## config.mk

```make
export PLATFORM = sky130hd
export DESIGN_NAME = lscc_regs
export DESIGN_NICKNAME = d
export VERILOG_FILES = /design/src/lscc_pkg.sv /design/src/lscc_sync.sv /design/src/lscc_regs.sv
export SDC_FILE = /design/constraint.sdc
export NUM_CORES = 1
export LEC_CHECK = 0
export BUFFER_PORTS_ARGS = -buffer_cell sky130_fd_sc_hd__buf_2
export CORE_MARGIN = 5
export CORE_UTILIZATION = 33
export DETAILED_ROUTE_END_ITERATION = 10
export GPL_ROUTABILITY_DRIVEN = 1
export PLACE_DENSITY = 0.55
export REMOVE_ABC_BUFFERS = 1
export SYNTH_ARGS = -nofsm -noshare
export SYNTH_HDL_FRONTEND = slang
export SYNTH_SLANG_ARGS = --single-unit
```

## constraint.sdc

```tcl
create_clock -name mclk_i -period 2.63 [get_ports mclk_i]
set_input_delay 0 -clock mclk_i [delete_from_list [all_inputs] [get_ports mclk_i]]
set_output_delay 0 -clock mclk_i [all_outputs]
set_load 0.1 [all_outputs]
```

## src/lscc_pkg.sv

```systemverilog
// Purpose: Shared constants for the light sensor command and control registers
// Assumes: One device clock; the two-wire bus pins are sampled by that clock
// Notes: Register addresses are 5-bit indices carried in the command byte
package lscc_pkg;
    // Two-wire slave address, 7 bits
    localparam logic [6:0] LSCC_SLAVE_ADDR = 7'h29;

    // Register addresses
    localparam logic [4:0] LSCC_ADDR_CTRL = 5'h00;
    localparam logic [4:0] LSCC_ADDR_CONST = 5'h13;
    localparam logic [4:0] LSCC_ADDR_DATA0_LO = 5'h14;
    localparam logic [4:0] LSCC_ADDR_DATA0_HI = 5'h15;
    localparam logic [4:0] LSCC_ADDR_DATA1_LO = 5'h16;
    localparam logic [4:0] LSCC_ADDR_DATA1_HI = 5'h17;
    localparam logic [4:0] LSCC_ADDR_TIMER_LO = 5'h18;
    localparam logic [4:0] LSCC_ADDR_TIMER_HI = 5'h19;

    // Reset values
    localparam logic [7:0] LSCC_CMD_RST = 8'h00;
    localparam logic [7:0] LSCC_CTRL_RST = 8'h00;

    // Command byte fields
    localparam int LSCC_CMD_SEL_BIT = 7;
    localparam int LSCC_CMD_TRANS_HI = 6;
    localparam int LSCC_CMD_TRANS_LO = 5;
    localparam logic [1:0] LSCC_TRANS_BYTE = 2'h0;
    localparam logic [1:0] LSCC_TRANS_WORD = 2'h1;
    localparam logic [1:0] LSCC_TRANS_BLOCK = 2'h2;
    localparam logic [1:0] LSCC_TRANS_SPECIAL = 2'h3;
    localparam logic [4:0] LSCC_SF_INT_CLEAR = 5'h01;
    localparam logic [4:0] LSCC_SF_MAN_STOP = 5'h02;
    localparam logic [4:0] LSCC_SF_MAN_START = 5'h03;

    // Control register field positions
    localparam int LSCC_CTRL_POWER_BIT = 0;
    localparam int LSCC_CTRL_ADC_EN_BIT = 1;
    localparam int LSCC_CTRL_VALID_BIT = 4;
    localparam int LSCC_CTRL_IRQ_BIT = 5;

    // Byte count reported ahead of a 32-bit block read
    localparam logic [7:0] LSCC_BLOCK_COUNT = 8'h04;
    // Integration count that selects manual mode
    localparam logic [7:0] LSCC_INTEGRATION_CYCLE_COUNT_MANUAL = 8'h00;
    localparam logic [3:0] LSCC_BITS_PER_BYTE = 4'h8;
endpackage

```

## src/lscc_sync.sv

```systemverilog
// Purpose: Two-flop synchroniser for a bus pin with edge detection
// Assumes: Idle level of the pin is high
// Notes: Edges are found on the second and third flops only
module lscc_sync (
    // Clock and reset
    input wire logic mclk_i,
    input wire logic resetn_i,
    // Pin
    input wire logic async_i,
    // Synchronised level and edges
    output logic level_o,
    output logic rise_o,
    output logic fall_o
);
    logic meta;
    logic sync;
    logic prev;

    always_ff @(posedge mclk_i) begin
        if (!resetn_i) begin
            meta <= 1'b1;
            sync <= 1'b1;
            prev <= 1'b1;
        end else begin
            meta <= async_i;
            sync <= meta;
            prev <= sync;
        end
    end

    assign level_o = sync;
    assign rise_o = sync & ~prev;
    assign fall_o = ~sync & prev;
endmodule

```

## src/lscc_regs.sv

```systemverilog
// Purpose: Two-wire slave with command decoder and control register
// Assumes: Bus pins sampled by mclk_i; register data of other blocks on same clock
// Notes: Registers other than control, constant, data and timer are reached
//        through the ext_* port; ext_rdata_i is read at the pointer, which ext_addr_o shows on writes only
//
// Operation
// - Command register selects target register and resets to zero.
// - Bits six to five choose byte, word, block or special function.
// - Outside special function, low five bits give the register address.
// - Special code 00001 clears a pending interrupt once, nothing stored.
// - In manual mode, code 00010 ends manual integration; timer becomes readable.
// - In manual mode, code 00011 begins manual integration.
// - Block transfers without count run until the master stops them.
// - SMBus block transfers carry a byte count; two-wire plain ones do not.
// - Result bytes 14h to 17h readable as one four-byte block.
// - Block read via command D3h answers with count four first.
// - Control bit five shows the interrupt output is asserted.
// - Control bit four sets when an integration cycle has finished.
// - Control bit one enables or disables both converter channels.
// - Control bit zero powers the device on or off.
// - First byte after the address with top bit one is a command; low bits stored as select.
// - Every read returns the register picked by the stored address.
// - Integration count zero selects manual integration mode.
// - Powered and outside manual mode, next integration starts without the host after results are stored.
module lscc_regs (
    // Clock and reset
    input wire logic mclk_i,
    input wire logic resetn_i,
    // Two-wire bus pins
    input wire logic scl_i,
    input wire logic sda_i,
    output logic sda_o,
    output logic sda_oe_o,
    // Converter status and data
    input wire logic [7:0] integration_cycle_count_i,
    input wire logic integ_done_i,
    input wire logic irq_event_i,
    input wire logic [15:0] ch0_data_i,
    input wire logic [15:0] ch1_data_i,
    input wire logic [15:0] manual_timer_i,
    // Control outputs
    output logic power_o,
    output logic adc_en_o,
    output logic conversion_irq_flag_o,
    output logic man_start_o,
    output logic man_stop_o,
    output logic integ_restart_o,
    // Other registers of the device
    output logic ext_wr_o,
    output logic [4:0] ext_addr_o,
    output logic [7:0] ext_wdata_o,
    input wire logic [7:0] ext_rdata_i
);
    import lscc_pkg::*;

    typedef enum logic [6:0] {
        LSCC_IDLE = 7'h01,
        LSCC_ADDR = 7'h02,
        LSCC_ADDR_ACK = 7'h04,
        LSCC_RX = 7'h08,
        LSCC_RX_ACK = 7'h10,
        LSCC_TX = 7'h20,
        LSCC_TX_ACK = 7'h40
    } lscc_state_e;

    typedef struct packed {
        lscc_state_e st;
        logic [3:0] cnt;
        logic [7:0] shreg;
        logic rw;
        logic first;
        logic skip;
        logic nack;
        logic [7:0] cmd;
        logic [4:0] ptr;
        logic power;
        logic adc_en;
        logic irq;
        logic valid;
        logic sda_lvl;
        logic sda_oe;
        logic man_start;
        logic man_stop;
        logic restart;
        logic ext_wr;
        logic [4:0] ext_addr;
        logic [7:0] ext_wdata;
    } lscc_regs_s;

    lscc_regs_s s;
    lscc_regs_s next_s;
    logic scl;
    logic scl_rise;
    logic scl_fall;
    logic sda;
    logic sda_rise;
    logic sda_fall;
    logic [7:0] ctrl_rd;
    logic [7:0] rdata;
    logic [1:0] trans;
    logic manual;

    lscc_sync u_scl (
        .mclk_i(mclk_i),
        .resetn_i(resetn_i),
        .async_i(scl_i),
        .level_o(scl),
        .rise_o(scl_rise),
        .fall_o(scl_fall)
    );

    lscc_sync u_sda (
        .mclk_i(mclk_i),
        .resetn_i(resetn_i),
        .async_i(sda_i),
        .level_o(sda),
        .rise_o(sda_rise),
        .fall_o(sda_fall)
    );

    assign trans = s.cmd[LSCC_CMD_TRANS_HI:LSCC_CMD_TRANS_LO];
    assign manual = (integration_cycle_count_i == LSCC_INTEGRATION_CYCLE_COUNT_MANUAL);

    always_comb begin
        ctrl_rd = LSCC_CTRL_RST;
        ctrl_rd[LSCC_CTRL_POWER_BIT] = s.power;
        ctrl_rd[LSCC_CTRL_ADC_EN_BIT] = s.adc_en;
        ctrl_rd[LSCC_CTRL_VALID_BIT] = s.valid;
        ctrl_rd[LSCC_CTRL_IRQ_BIT] = s.irq;
    end

    // Read data of the register under the pointer
    always_comb begin
        unique case (s.ptr)
            LSCC_ADDR_CTRL: rdata = ctrl_rd;
            LSCC_ADDR_CONST: rdata = LSCC_BLOCK_COUNT;
            LSCC_ADDR_DATA0_LO: rdata = ch0_data_i[7:0];
            LSCC_ADDR_DATA0_HI: rdata = ch0_data_i[15:8];
            LSCC_ADDR_DATA1_LO: rdata = ch1_data_i[7:0];
            LSCC_ADDR_DATA1_HI: rdata = ch1_data_i[15:8];
            LSCC_ADDR_TIMER_LO: rdata = manual_timer_i[7:0];
            LSCC_ADDR_TIMER_HI: rdata = manual_timer_i[15:8];
            default: rdata = ext_rdata_i;
        endcase
    end

    always_comb begin
        next_s = s;
        next_s.ext_wr = 1'b0;
        next_s.man_start = 1'b0;
        next_s.man_stop = 1'b0;
        next_s.restart = 1'b0;
        next_s.sda_lvl = 1'b0;
        if (scl && sda_fall) begin
            // Start or repeated start
            next_s.st = LSCC_ADDR;
            next_s.cnt = 4'h0;
            next_s.first = 1'b1;
            next_s.skip = 1'b0;
            next_s.ptr = s.cmd[4:0];
            next_s.sda_oe = 1'b0;
        end else if (scl && sda_rise) begin
            // Stop ends any transfer, block ones included
            next_s.st = LSCC_IDLE;
            next_s.sda_oe = 1'b0;
        end else begin
            unique case (s.st)
                LSCC_IDLE: begin
                    next_s.sda_oe = 1'b0;
                end
                LSCC_ADDR: begin
                    if (scl_rise) begin
                        next_s.shreg = {s.shreg[6:0], sda};
                        next_s.cnt = s.cnt + 4'h1;
                    end else if (scl_fall && s.cnt == LSCC_BITS_PER_BYTE) begin
                        if (s.shreg[7:1] == LSCC_SLAVE_ADDR) begin
                            next_s.rw = s.shreg[0];
                            next_s.st = LSCC_ADDR_ACK;
                            next_s.sda_oe = 1'b1;
                        end else begin
                            next_s.st = LSCC_IDLE;
                        end
                    end
                end
                LSCC_ADDR_ACK: begin
                    if (scl_fall) begin
                        next_s.cnt = 4'h0;
                        if (s.rw) begin
                            next_s.st = LSCC_TX;
                            next_s.shreg = rdata;
                            next_s.sda_oe = ~rdata[7];
                        end else begin
                            next_s.st = LSCC_RX;
                            next_s.sda_oe = 1'b0;
                        end
                    end
                end
                LSCC_RX: begin
                    if (scl_rise) begin
                        next_s.shreg = {s.shreg[6:0], sda};
                        next_s.cnt = s.cnt + 4'h1;
                    end else if (scl_fall && s.cnt == LSCC_BITS_PER_BYTE) begin
                        next_s.st = LSCC_RX_ACK;
                        next_s.sda_oe = 1'b1;
                        next_s.first = 1'b0;
                        if (s.first && s.shreg[LSCC_CMD_SEL_BIT]) begin
                            next_s.cmd = s.shreg;
                            next_s.ptr = s.shreg[4:0];
                            // Byte count after a block command is ignored
                            next_s.skip = (s.shreg[6:5] == LSCC_TRANS_BLOCK);
                            if (s.shreg[6:5] == LSCC_TRANS_SPECIAL) begin
                                if (s.shreg[4:0] == LSCC_SF_INT_CLEAR) begin
                                    next_s.irq = 1'b0;
                                end
                                if (s.shreg[4:0] == LSCC_SF_MAN_STOP && manual) begin
                                    next_s.man_stop = 1'b1;
                                end
                                if (s.shreg[4:0] == LSCC_SF_MAN_START && manual) begin
                                    next_s.man_start = 1'b1;
                                end
                            end
                        end else if (s.skip) begin
                            next_s.skip = 1'b0;
                        end else begin
                            if (s.ptr == LSCC_ADDR_CTRL) begin
                                next_s.power = s.shreg[LSCC_CTRL_POWER_BIT];
                                next_s.adc_en = s.shreg[LSCC_CTRL_ADC_EN_BIT];
                            end else begin
                                next_s.ext_wr = 1'b1;
                                next_s.ext_addr = s.ptr;
                                next_s.ext_wdata = s.shreg;
                            end
                            if (trans == LSCC_TRANS_WORD || trans == LSCC_TRANS_BLOCK) begin
                                next_s.ptr = s.ptr + 5'h01;
                            end
                        end
                    end
                end
                LSCC_RX_ACK: begin
                    if (scl_fall) begin
                        next_s.st = LSCC_RX;
                        next_s.cnt = 4'h0;
                        next_s.sda_oe = 1'b0;
                    end
                end
                LSCC_TX: begin
                    if (scl_rise) begin
                        next_s.cnt = s.cnt + 4'h1;
                    end else if (scl_fall) begin
                        if (s.cnt == LSCC_BITS_PER_BYTE) begin
                            next_s.st = LSCC_TX_ACK;
                            next_s.sda_oe = 1'b0;
                        end else begin
                            next_s.shreg = {s.shreg[6:0], 1'b0};
                            next_s.sda_oe = ~s.shreg[6];
                        end
                    end
                end
                LSCC_TX_ACK: begin
                    if (scl_rise) begin
                        next_s.nack = sda;
                        if (trans == LSCC_TRANS_WORD || trans == LSCC_TRANS_BLOCK) begin
                            next_s.ptr = s.ptr + 5'h01;
                        end
                    end else if (scl_fall) begin
                        if (s.nack) begin
                            next_s.st = LSCC_IDLE;
                        end else begin
                            next_s.st = LSCC_TX;
                            next_s.cnt = 4'h0;
                            next_s.shreg = rdata;
                            next_s.sda_oe = ~rdata[7];
                        end
                    end
                end
                default: begin
                    next_s.st = LSCC_IDLE;
                    next_s.sda_oe = 1'b0;
                end
            endcase
        end
        // Hardware events win over a clear in the same cycle
        if (irq_event_i) begin
            next_s.irq = 1'b1;
        end
        if (!next_s.adc_en) begin
            next_s.valid = 1'b0;
        end
        if (integ_done_i && s.adc_en) begin
            next_s.valid = 1'b1;
            next_s.restart = s.power && !manual;
        end
    end

    always_ff @(posedge mclk_i) begin
        if (!resetn_i) begin
            s <= '0;
            s.st <= LSCC_IDLE;
            s.cmd <= LSCC_CMD_RST;
        end else begin
            s <= next_s;
        end
    end

    assign sda_o = s.sda_lvl;
    assign sda_oe_o = s.sda_oe;
    assign power_o = s.power;
    assign adc_en_o = s.adc_en;
    assign conversion_irq_flag_o = s.irq;
    assign man_start_o = s.man_start;
    assign man_stop_o = s.man_stop;
    assign integ_restart_o = s.restart;
    assign ext_wr_o = s.ext_wr;
    assign ext_addr_o = s.ext_addr;
    assign ext_wdata_o = s.ext_wdata;
endmodule

```

==> results.md <==
* Mapped Area at around 3900 µm²
* Register area share after synthesis at 0.3231
* Seq pwr share at 0.429
* Setup violators final at 0
* Vias at between 3,000 and 4,000
* Fin crit period at approximately 2.5 ns
* Slowest CP cell: a2111oi_0
* CP delay by family, top: compound AO/OA/AOI/OAI gates
* NetSw at 0.5896 mW
* Clock power frac at 0.474
* DR WL/cell at around 17 µm
* Total Wirelength at between 10 and 15 mm
* DP HPWL at roughly 9.2 mm
* F_max at roughly 0.4 GHz
* RSZ-0062 raised after global routing: false
* Net Sw Frac at 0.2571
* Clock latency on the worst-skew pair at 0.33 ns
* Top reg by flops: s
* Layout cells sized above 1 at 0.2607
* Root Driver: clkbuf_16
* Initial DRC count at approximately 270
* Post-DRT Antenna Nets at 0
* Leakage at approximately 1.9 nW
* Worst EP arrival at approximately 2.7 ns
* Die Span Y at around 120 µm
* GRT overflow at 0
* Number of fill cells at approximately 1,200
* Maximum vdd ir drop at 0.0003942 V
* Slew Limit Fails at 0
* GR Util All Layers at 0.1662
* DP Worst Slack at 0.2263 ns
* Clk buf depth at 2
* PwrDens at 478.0 nW/µm²
* Final hold violation count at 0
* Rel. slew slack at 0.5176
* CP endpoint kind: flip-flop
* # diodes at 0
* Placer Congestion at 0.8566
* Buf/Inv on CP at 1
* Startpoint types: flip-flop
* Critical path required time at roughly 2.9 ns
* Net count, final at approximately 630
* Vias in the first global route at 3,797
* Initial antenna violation count at 0
* CTS H-tree depth at 3
* Worst Setup Path Type: flip-flop to flip-flop
* Area of the multi-input gates at 2385 µm²
* Async S/R FF share, synth at 0
* Die Footprint at 14,110 µm²
* Worst Hold Class: input port to flip-flop
* Cell row count at 39
* TritonCTS Buffers at 9
* CTS resizes at 0
* Cell breakdown of the critical path: inv_1 > ha_1 > o21ai_0 > a2111oi_0 > nor2_1 > a211o_1 > a221o_1 > and3_1
* Main synth FF type: dfxtp_1
* Status: completed
* CTS sink count at 63
* Pre-Repair DR Iteration Count at 5
* Unique masters post-synth at 66
* Clk slew on worst S/H paths at ~0.060 ns
* Max cap viols at 0
* Min Hold Slack at about 0.045 ns
* Seq cells post-synth at 63
* Area grow syn2layout at 22.88%
* DIE WIDTH at approximately 120 µm
* Worst-path maximum fanout at 8
* Initial Util at 0.3390
* Pwr Total at ~2.3 mW
* Final Skew at ~0.0055 ns
* Fin crit share at 0.9334
* Buffers on Ports at 90
* Comb power frac at 0.097
* Final setup margin at 0.1752 ns
* Number of remaining DRC errors at 0
* Ports at 92
* CTS tree: yes
* Crit path largest cell delay at between 0.4 and 0.5 ns
* Largest net degree at the start of global routing at 36
* Yosys warns at 0
* Pint at approximately 1.7 mW
* Avg Vias per Cell at roughly 5.5
* Avg Cell Area, Syn at between 8 and 9 µm²
* Final TNS setup at 0 ns
* Synth Instances at ~470
* Post-synth EDFFs at 0
* Seq. cell area at around 1300 µm²
* Max reg flops at 35
* First-pass GRT wire length at 19.44 mm
* Core Area at about 12,000 µm²
* Worst Max-Slew Pin Slew at 0.7222 ns
[power by group through the flow]
stage               registers (mW)  logic [mW]  clock network (mW)
floorplan                     1.01       0.105                   0
global placement              1.00       0.215                   0
detailed placement            1.00       0.216                   0
CTS                          0.983       0.222                1.11
global route                 0.985       0.242                1.15
finish                       0.984       0.223                1.09
[area by class of cell]
type	count	share of cell area
Multi-Input combinational cell	357	0.4971
Sequential cell	63	0.2629
Clock inverter	7	0.01017
Tap cell	143	0.03730
Clock buffer	9	0.04695
Inverter	8	0.006260
Timing Repair Buffer	116	0.1393
[cell usage after synthesis, drive strengths merged (10+ instances only)]
cell type	count	share of area
nand2b	18	0.029
clkbuf	27	0.026
a21oi	15	0.019
nor2b	28	0.045
buf	17	0.032
nor2	29	0.029
nor3	10	0.016
dfxtp	63	0.32
a22oi	20	0.038
mux2i	25	0.064
nand2	31	0.032
o22ai	10	0.016
nand3	18	0.023
o21ai	29	0.037
[what timing repair did]
item / 4_1_cts / 5_1_grt
setup buffers: 0 / 0
hold buffers: 4 / 0
hold endpoints to repair: 5 / 0
[layer usage]
layer  GRT usage  part of all wire
met3     0.03391             0.046
met5           0                 0
met2      0.2750              0.48
met4     0.03838             0.011
met1      0.2234              0.47
[through the flow]
stage / instances / cell area, µm² / utilization
floorplan: 428 / 3676 / -
global placement: 683 / 4483 / 0.3893
detailed placement: 683 / 4483 / 0.3893
CTS: 703 / 4797 / 0.4166
global route: 703 / 4797 / 0.4166
finish: 703 / 4797 / 0.4166
[path summary, 6_finish.rpt]
kind / start / slack, ns / endpoint / depth (start not counted)
worst max register to register: s[24]$_SDFFE_PN0P_ / 0.18 / s[40]$_SDFFE_PN0P_ / 8
worst min-delay path: ext_rdata_i[6] / 0.05 / s[46]$_SDFFE_PN0P_ / 3
worst min register to register: u_scl.meta$_SDFF_PN1_ / 0.40 / u_scl.level_o$_SDFF_PN1_ / 1
worst max-delay path: s[24]$_SDFFE_PN0P_ / 0.18 / s[40]$_SDFFE_PN0P_ / 8
[worst reg2reg max path, delay by kind of cell, from the launching register on]
kind / cells / cell delay, ns
AND/OR/NAND/NOR: 2 / 0.39
buffers and inverters: 1 / 0.12
AO/OA/AOI/OAI: 4 / 1.18
adder cells (fa/ha/maj): 1 / 0.31
flip-flops: 1 / 0.36
[placed cells by master (no fill, tap or decap), types with 5 or more instances in the layout]
master	count
o22ai_1	10
xor2_1	8
a21boi_0	5
mux2i_1	25
a22oi_1	20
nand2b_1	18
o211ai_1	5
nand3b_1	5
dfxtp_1	63
a31o_2	6
ha_1	6
a21oi_1	15
inv_1	8
o21ai_0	28
o31ai_1	5
nor2_1	27
and3_1	6
buf_4	21
a221oi_1	6
clkbuf_16	9
nor2b_1	28
nand3_1	18
a211oi_1	8
nor3_1	9
nand2_1	30
nor4_1	6
buf_2	90
[cell families (layout without fill, tap and decap cells)]
family,after synthesis,after routing,synth area share
buf+inv,52,140,0.06603
compound gates,138,138,0.2446
other cells,1,1,0.0009606
mux,27,27,0.06987
fa+ha+maj,6,6,0.01923
flops,63,63,0.3231
xor+xnor,11,11,0.02468
simple gates,174,174,0.2516
Note: power is estimated with default switching activity, not from simulation.
